$ cat src/amt_pkg.sv
package amt_pkg;
  // ------------------------------------------------------------
  // register offsets (word index on the plain port)
  // ------------------------------------------------------------
  localparam logic [3:0] OFF_COMMAND = 4'h0;
  localparam logic [3:0] OFF_INT_ENABLE = 4'h1;
  localparam logic [3:0] OFF_MODE = 4'h3;
  localparam logic [3:0] OFF_DATA_LOW = 4'h6;
  localparam logic [3:0] OFF_DATA_HIGH = 4'h7;
  localparam logic [3:0] OFF_STATUS3 = 4'h3;
  localparam logic [3:0] OFF_READ_LOW = 4'h6;
  localparam logic [3:0] OFF_READ_HIGH = 4'h7;
  localparam logic [3:0] OFF_INT_STATUS = 4'h8;
  localparam logic [3:0] OFF_PAGE = 4'h9;
  // ------------------------------------------------------------
  // commands and fields
  // ------------------------------------------------------------
  localparam logic [7:0] CMD_LOAD_VALUE = 8'h16;
  localparam logic [7:0] CMD_READ_COUNT = 8'h38;
  localparam logic [7:0] CMD_START = 8'h73;
  localparam logic [7:0] CMD_STOP = 8'h74;
  localparam int MODE_REPEAT_BIT = 14;
  localparam int INT_ENABLE_BIT = 9;
  localparam int STATUS_RUN_BIT = 10;
  localparam int COUNT_W = 31;
  // ------------------------------------------------------------
  // reset values and timing
  // ------------------------------------------------------------
  localparam logic [30:0] VALUE_RESET = 31'h0000_0001;
  localparam int CLOCK_HZ = 16000000;
  localparam int TICK_US = 1;
  localparam int TICK_CYCLES = CLOCK_HZ / 1000000 * TICK_US;
  localparam logic [3:0] PRESCALE_LAST = 4'(TICK_CYCLES - 1);
endpackage

$ cat src/amt_timer.sv
`timescale 1ns/1ps
`default_nettype none
// What this block does
// - timer value 1 to 2147483647 microseconds
// - 31-bit counter from zero, one per microsecond
// - once mode stops when count reaches value
// - repeat mode restarts from zero until stopped
// - expiry pulse offered as sync activation factor
// - expiry can raise host interrupt
// - new value accepted and used while running
// - mode bit 14 selects once or repeat
// - start by command 73h or sync action
// - stop by command 74h or sync action
// - sync actions copy count, start, stop
// - counter cleared to zero whenever stopped
// - command 38h latches the counter value for reading
// - status bit 10 page one shows running
// - interrupt only when enable bit 9 set
module amt_timer (
  input wire logic clock,
  input wire logic resetn,
  input wire logic [3:0] addr,
  input wire logic [15:0] wdata,
  input wire logic wr,
  input wire logic rd,
  output logic [15:0] rdata,
  input wire logic sync_copy,
  input wire logic sync_start,
  input wire logic sync_stop,
  output logic timer_up,
  output logic [30:0] multipurpose_compare_reg,
  output logic copy_done,
  output logic timer_running,
  output logic irq
);
  // ------------------------------------------------------------
  // state
  // ------------------------------------------------------------
  typedef struct packed {
    logic [15:0] data_low_write_reg;
    logic [15:0] data_high_write_reg;
    logic [15:0] mode_write_reg;
    logic [15:0] interrupt_enable_reg;
    // programmed period in microseconds
    logic [30:0] value;
    logic [30:0] current_timer_count;
    // cycles spent so far in the current microsecond
    logic [3:0] prescale;
    logic running;
    // snapshot taken by the read-count command; top bit stays zero
    logic [31:0] read_latch;
    logic page_one;
    logic int_status;
    // registered outputs
    logic [15:0] rdata;
    logic timer_up;
    logic [30:0] mpr;
    logic copy_done;
    logic irq;
  } amt_state_t;

  amt_state_t cur;
  amt_state_t next_s;

  function automatic logic hit(input logic [3:0] a, input logic [3:0] off);
    return a == off;
  endfunction

  // ------------------------------------------------------------
  // helpers
  // ------------------------------------------------------------
  // the high data word only carries bits 30:16; its top bit is dropped
  function automatic logic [30:0] join_value(input logic [15:0] high, input logic [15:0] low);
    return {high[14:0], low};
  endfunction

  // commands carry their code in the low byte of the command write
  function automatic logic is_code(input logic [15:0] word, input logic [7:0] code);
    return word[7:0] == code;
  endfunction

  // one microsecond has passed when the prescaler sits on its last count
  function automatic logic tick_due(input logic run, input logic [3:0] pre);
    return run && pre == amt_pkg::PRESCALE_LAST;
  endfunction

  // the prescaler rests at zero while stopped, so a start always waits a full microsecond
  function automatic logic [3:0] prescale_step(input logic run, input logic [3:0] pre);
    logic [3:0] step;
    step = 4'h0;
    if (run && pre != amt_pkg::PRESCALE_LAST) begin
      step = pre + 4'h1;
    end
    return step;
  endfunction

  // >= rather than == so a value lowered below the count still ends this period
  function automatic logic reaches_value(input logic [30:0] count, input logic [30:0] limit);
    return count + 31'h0000_0001 >= limit;
  endfunction

  // the running flag is shown on page one only; page zero bits are not kept here
  function automatic logic [15:0] status_three_word(input logic page, input logic run);
    logic [15:0] word;
    word = 16'h0000;
    if (page) begin
      word[amt_pkg::STATUS_RUN_BIT] = run;
    end
    return word;
  endfunction

  // the status flag sits at the same position as its enable bit
  function automatic logic [15:0] int_status_word(input logic flag);
    logic [15:0] word;
    word = 16'h0000;
    word[amt_pkg::INT_ENABLE_BIT] = flag;
    return word;
  endfunction

  // the latched count is read as two halves
  function automatic logic [15:0] latch_half(input logic [31:0] latch, input logic upper);
    return upper ? latch[31:16] : latch[15:0];
  endfunction

  // ------------------------------------------------------------
  // next state
  // ------------------------------------------------------------
  // one pass works out the whole next state from the current one
  always_comb begin
    logic start;
    logic stop;
    logic tick;
    logic expire;
    logic cmd_write;
    logic load_cmd;
    logic latch_cmd;
    logic start_cmd;
    logic stop_cmd;
    logic [30:0] loaded;
    start = 1'b0;
    stop = 1'b0;
    tick = 1'b0;
    expire = 1'b0;
    // every command is a write of its code to the command word
    cmd_write = wr && hit(addr, amt_pkg::OFF_COMMAND);
    load_cmd = cmd_write && is_code(wdata, amt_pkg::CMD_LOAD_VALUE);
    latch_cmd = cmd_write && is_code(wdata, amt_pkg::CMD_READ_COUNT);
    start_cmd = cmd_write && is_code(wdata, amt_pkg::CMD_START);
    stop_cmd = cmd_write && is_code(wdata, amt_pkg::CMD_STOP);
    // the data words written in earlier cycles form the value
    loaded = join_value(cur.data_high_write_reg, cur.data_low_write_reg);
    next_s = cur;
    next_s.timer_up = 1'b0;
    next_s.copy_done = 1'b0;
    next_s.rdata = 16'h0000;

    // ------------------------------------------------------------
    // register writes
    // ------------------------------------------------------------
    if (wr) begin
      if (hit(addr, amt_pkg::OFF_DATA_LOW)) begin
        next_s.data_low_write_reg = wdata;
      end
      if (hit(addr, amt_pkg::OFF_DATA_HIGH)) begin
        next_s.data_high_write_reg = wdata;
      end
      if (hit(addr, amt_pkg::OFF_MODE)) begin
        next_s.mode_write_reg = wdata;
      end
      if (hit(addr, amt_pkg::OFF_INT_ENABLE)) begin
        next_s.interrupt_enable_reg = wdata;
      end
      if (hit(addr, amt_pkg::OFF_PAGE)) begin
        next_s.page_one = wdata[0];
      end
    end

    // ------------------------------------------------------------
    // commands
    // ------------------------------------------------------------
    // zero is outside the legal range; keep the previous value
    if (load_cmd && loaded != 31'h0000_0000) begin
      next_s.value = loaded;
    end
    // the count is frozen here so its two halves read as one value
    if (latch_cmd) begin
      next_s.read_latch = {1'b0, cur.current_timer_count};
    end
    if (start_cmd) begin
      start = 1'b1;
    end
    if (stop_cmd) begin
      stop = 1'b1;
    end

    // ------------------------------------------------------------
    // synchronous actions
    // ------------------------------------------------------------
    if (sync_start) begin
      start = 1'b1;
    end
    if (sync_stop) begin
      stop = 1'b1;
    end
    if (sync_copy) begin
      next_s.mpr = cur.current_timer_count;
      next_s.copy_done = 1'b1;
    end

    // ------------------------------------------------------------
    // counting
    // ------------------------------------------------------------
    tick = tick_due(cur.running, cur.prescale);
    next_s.prescale = prescale_step(cur.running, cur.prescale);
    if (tick) begin
      next_s.current_timer_count = cur.current_timer_count + 31'h0000_0001;
      // compared against the value as it stands after this cycle's load
      if (reaches_value(cur.current_timer_count, next_s.value)) begin
        expire = 1'b1;
        next_s.current_timer_count = 31'h0000_0000;
        next_s.running = cur.mode_write_reg[amt_pkg::MODE_REPEAT_BIT];
      end
    end
    next_s.timer_up = expire;

    // ------------------------------------------------------------
    // start and stop
    // ------------------------------------------------------------
    // stop wins over start when both arrive together
    if (start) begin
      next_s.running = 1'b1;
      next_s.prescale = 4'h0;
      next_s.current_timer_count = 31'h0000_0000;
    end
    if (stop) begin
      next_s.running = 1'b0;
      next_s.current_timer_count = 31'h0000_0000;
      next_s.prescale = 4'h0;
    end

    // ------------------------------------------------------------
    // read port
    // ------------------------------------------------------------
    // unmapped indexes read as zero; only the interrupt status has a read side effect
    if (rd) begin
      if (hit(addr, amt_pkg::OFF_STATUS3)) begin
        next_s.rdata = status_three_word(cur.page_one, cur.running);
      end
      if (hit(addr, amt_pkg::OFF_READ_LOW)) begin
        next_s.rdata = latch_half(cur.read_latch, 1'b0);
      end
      if (hit(addr, amt_pkg::OFF_READ_HIGH)) begin
        next_s.rdata = latch_half(cur.read_latch, 1'b1);
      end
      if (hit(addr, amt_pkg::OFF_INT_STATUS)) begin
        next_s.rdata = int_status_word(cur.int_status);
        next_s.int_status = 1'b0;
      end
      if (hit(addr, amt_pkg::OFF_PAGE)) begin
        next_s.rdata = {15'h0000, cur.page_one};
      end
    end

    // ------------------------------------------------------------
    // interrupt
    // ------------------------------------------------------------
    // set beats read-clear so an expiry in the reading cycle is not lost
    if (expire) begin
      next_s.int_status = 1'b1;
    end
    next_s.irq = next_s.int_status && next_s.interrupt_enable_reg[amt_pkg::INT_ENABLE_BIT];
  end

  // ------------------------------------------------------------
  // registers
  // ------------------------------------------------------------
  // all state moves in one register stage, so every output leaves a flip-flop
  always_ff @(posedge clock) begin
    if (!resetn) begin
      cur <= '0;
      cur.value <= amt_pkg::VALUE_RESET;
    end else begin
      cur <= next_s;
    end
  end

  // ------------------------------------------------------------
  // outputs
  // ------------------------------------------------------------
  // outputs are plain views of the state register, with no logic after it
  assign rdata = cur.rdata;
  assign timer_up = cur.timer_up;
  assign multipurpose_compare_reg = cur.mpr;
  assign copy_done = cur.copy_done;
  assign timer_running = cur.running;
  assign irq = cur.irq;
endmodule
`default_nettype wire

$ cat config.mk
export PLATFORM = sky130hd
export DESIGN_NAME = amt_timer
export DESIGN_NICKNAME = d
export VERILOG_FILES = /design/src/amt_pkg.sv /design/src/amt_timer.sv
export SDC_FILE = /design/constraint.sdc
export NUM_CORES = 1
export LEC_CHECK = 0
export ABC_CLOCK_PERIOD_IN_PS = 14050
export BUFFER_PORTS_ARGS = -buffer_cell sky130_fd_sc_hd__buf_2
export CORE_MARGIN = 2
export CORE_UTILIZATION = 57
export CTS_CLUSTER_DIAMETER = 100
export DETAILED_ROUTE_END_ITERATION = 8
export GPL_TIMING_DRIVEN = 0
export PLACE_DENSITY_LB_ADDON = 0.08
export SLEW_MARGIN = 20
export SYNTH_ARGS = -nofsm -noshare
export SYNTH_HDL_FRONTEND = slang
export SYNTH_SLANG_ARGS = --single-unit
$ cat constraint.sdc
create_clock -name clock -period 14.05 [get_ports clock]
set_input_delay 4.215 -clock clock [delete_from_list [all_inputs] [get_ports clock]]
set_output_delay 4.215 -clock clock [all_outputs]
set_load 0.1 [all_outputs]
==> impl_metrics.ini <==
[sta]
setup_viol = 0
hold_violations = 0
timing.fmax_ghz = 0.120
drv_slew = 0
slew_headroom_pct = 33.7
hold-worst-slack_ns = 0.480
fin_skew_ns = 0.0126
tightest_slew_ns = 0.994
setup_tns_ns = 0
rsz0062_at_grt = no
post-route-min-period_ns = 8.35
fin_crit_sh_pct = 59.4

[setup_path]
crit_fanout = 10
r2r_cells = 17
worstSetupPathType = input pin to flop
crit_arrival_ns = 8.70
critical_path.endpoint_type = flop
cp_data_required_time_ns = 14.41
start_kind = input pin

[route]
drtIter0Drc = 685
drc = 0
first_pass_iters = 5
vias = 7277
vias_per_cell = 5.65
drtAntennaViolNets = 0
wl_mm = 22.9
wl_per_cell_um = 17.8

[floorplanning]
design.portCount = 78
die-area_um2 = 16200
dieWidth_um = 127
num_rows = 45
die_y_um = 127
initial_utilization_pct = 57.5
coreArea_um2 = 15000

[grt]
grt_pass1_wl_mm = 36.5
overflow = 0
use_met2_pct = 44.9
gr-usage-met3_pct = 5.57
top_usage_layer = met2
grt_pass1_vias = 6822
grt_usage_pct = 29.2
antenna_found_initial = 0
grt_max_degree = 17
met1_usage_pct = 40.1

[synthesis]
synth_xor_area_share_pct = 2.82
syn_inst = 995
synthSimpleGateAreaFrac_pct = 21.6
syn_area_um2 = 8650
avgSynthCellArea_um2 = 8.69
synthAdderAreaFrac_pct = 4.77
ys_seq_elements = 183
async_flop_share_pct = 0
synth_edf_count = 0
synth-main-ff-cell = dfxtp_1
synthDistinctLibCells = 60
synth_seq_area_share_pct = 42.4
synthMuxAreaShare_pct = 12.4
yosys_warnings = 0
synth_compound_area_share_pct = 7.94
synth_top_family_by_area = simple AND/OR/NAND/NOR gates
synth_nets = 1055

[clocking]
numCtsBuffers = 17
post_cts_resized = 0
holdBufCountCts = 0
cts_tree = done
clock_latency_ns = 0.43
clkSlewWorstSetupHoldPaths_ns = 0.07
cts_buffer_depth = 2
cts_sinks = 183
post_cts_buffers = 0
clockRootBuffer = clkbuf_16
htreeDepth = 4

[final_layout]
finish.net_count = 1149
seqCellArea_um2 = 3660
diodes = 0
fin_cells = 1288
area_growth_pct = 14.0
multi_input_area_um2 = 4290
drive_gt1_share_pct = 17.6
n_fill_cell = 1295
largest_register_ff_count = 132

[pwr]
ir_drop_mv = 0.0771
pwr_density_cell_nw_per_um2 = 107
leakage_nw = 4.44
p_total_mw = 1.05

[min_path]
hold_class = flop to flop
min_path_cells = 2

[job]
drv_cap = 0

[place]
io_buffers = 75
gp_congestion = 0.920
dp_hpwl_mm = 16.9
dp.cells = 1258

[run_status]
status = completed
## per-layer routing
| layer | share of wire (%) | wire, um | vias up |
|---|---|---|---|
| met5 | 0 | 0 | - |
| met1 | 45 | 10300 | 3415 |
| li1 | - | - | 3568 |
| met4 | 3.5 | 790 | 0 |
| met2 | 44 | 10200 | 242 |
| met3 | 7.1 | 1630 | 52 |
## cells by family (layout without fill, tap and decap cells)
kind of cell | after synthesis | count (layout)
DFF | 183 | 183
buffers and inverters | 127 | 232
muxes | 107 | 107
and+or+nand+nor | 398 | 398
adders and majority gates | 33 | 33
AOI/OAI and AO/OA | 120 | 120
xor gates and xnor gates | 27 | 27
## cells in the mapped netlist (all sizes together) (4+ instances only)
master / count / share of area, %
and2: 5 / 0.36
inv: 7 / 0.30
a31oi: 14 / 1.0
nor4: 16 / 1.2
buf: 74 / 5.7
and3: 10 / 0.72
nor3: 19 / 1.3
or2: 4 / 0.29
nor2b: 5 / 0.36
o21ai: 20 / 1.2
a21oi: 66 / 3.9
nand3: 49 / 3.0
nand2: 116 / 5.1
xor2: 6 / 0.69
ha: 33 / 4.8
xnor2: 21 / 2.1
dfxtp: 183 / 42
clkbuf: 46 / 2.0
a22oi: 4 / 0.35
nor2: 137 / 6.1
mux2i: 104 / 12
nand4: 15 / 1.1
## final timing paths
path / from / end / slack [ns]
max reg2reg: cur[89]$_SDFFE_PP0P_ / cur[115]$_SDFFE_PP0P_ / 8.73
max: addr[3] / cur[115]$_SDFFE_PP0P_ / 5.70
min: cur[202]$_SDFFE_PN0P_ / cur[202]$_SDFFE_PN0P_ / 0.48
min reg2reg: cur[202]$_SDFFE_PN0P_ / cur[202]$_SDFFE_PN0P_ / 0.48
## critical path: stages
cell and delay, ns:
buf_2 0.12, or3_1 0.49, nor4_1 0.34, o2111ai_1 0.26, buf_2 0.29, mux2i_1 0.26, ha_1 0.28, a21oi_1 0.12
o21ai_0 0.10, a221oi_1 0.32, o311ai_0 0.16, a21oi_1 0.79, clkbuf_1 0.55, o21ai_0 0.18, a21oi_1 0.21
## where the power goes
part | switching (mW) | total [mW] | internal, mW
sequential | 0.00147 | 0.522 | 0.520
combinational | 0.0263 | 0.0368 | 0.0104
clock | 0.203 | 0.492 | 0.289
## final cells by class
| cell class | instances | area share (%) |
|---|---|---|
| clock inverters | 10 | 1.48 |
| clock buffers | 20 | 4.63 |
| flip-flops and latches | 183 | 37.2 |
| plain buffers | 120 | 6.80 |
| well taps | 188 | 2.39 |
| inverters | 7 | 0.266 |
| multi-input cells | 685 | 43.5 |
| repair buffers | 75 | 3.81 |
## cell usage in the layout, fill, tap and decap left out, types with 4 or more instances in the layout
| master | n |
|---|---|
| buf_4 | 50 |
| a21oi_1 | 65 |
| mux2i_1 | 104 |
| o21ai_0 | 20 |
| a22oi_1 | 4 |
| xnor2_1 | 21 |
| clkinvlp_4 | 4 |
| ha_1 | 33 |
| nor3_1 | 16 |
| buf_2 | 94 |
| nor4_1 | 16 |
| buf_1 | 4 |
| clkbuf_1 | 46 |
| xor2_1 | 5 |
| inv_1 | 7 |
| and3_1 | 10 |
| dfxtp_1 | 183 |
| nand2_1 | 115 |
| nand4_1 | 15 |
| a31oi_1 | 14 |
| and2_1 | 5 |
| nor2b_1 | 5 |
| nand3_1 | 46 |
| nor2_1 | 136 |
| clkbuf_16 | 17 |
## per-stage QoR
stage,utilization [%],setup WS (ns),instance area (um^2)
final,65.6,5.70,9860
after global routing,65.6,5.35,9860
after CTS,65.6,5.84,9860
after detailed placement,61.6,5.40,9260
after global placement,61.6,5.43,9260
after floorplan,-,6.56,8650
No activity file was read; power rests on OpenSTA's default activity.
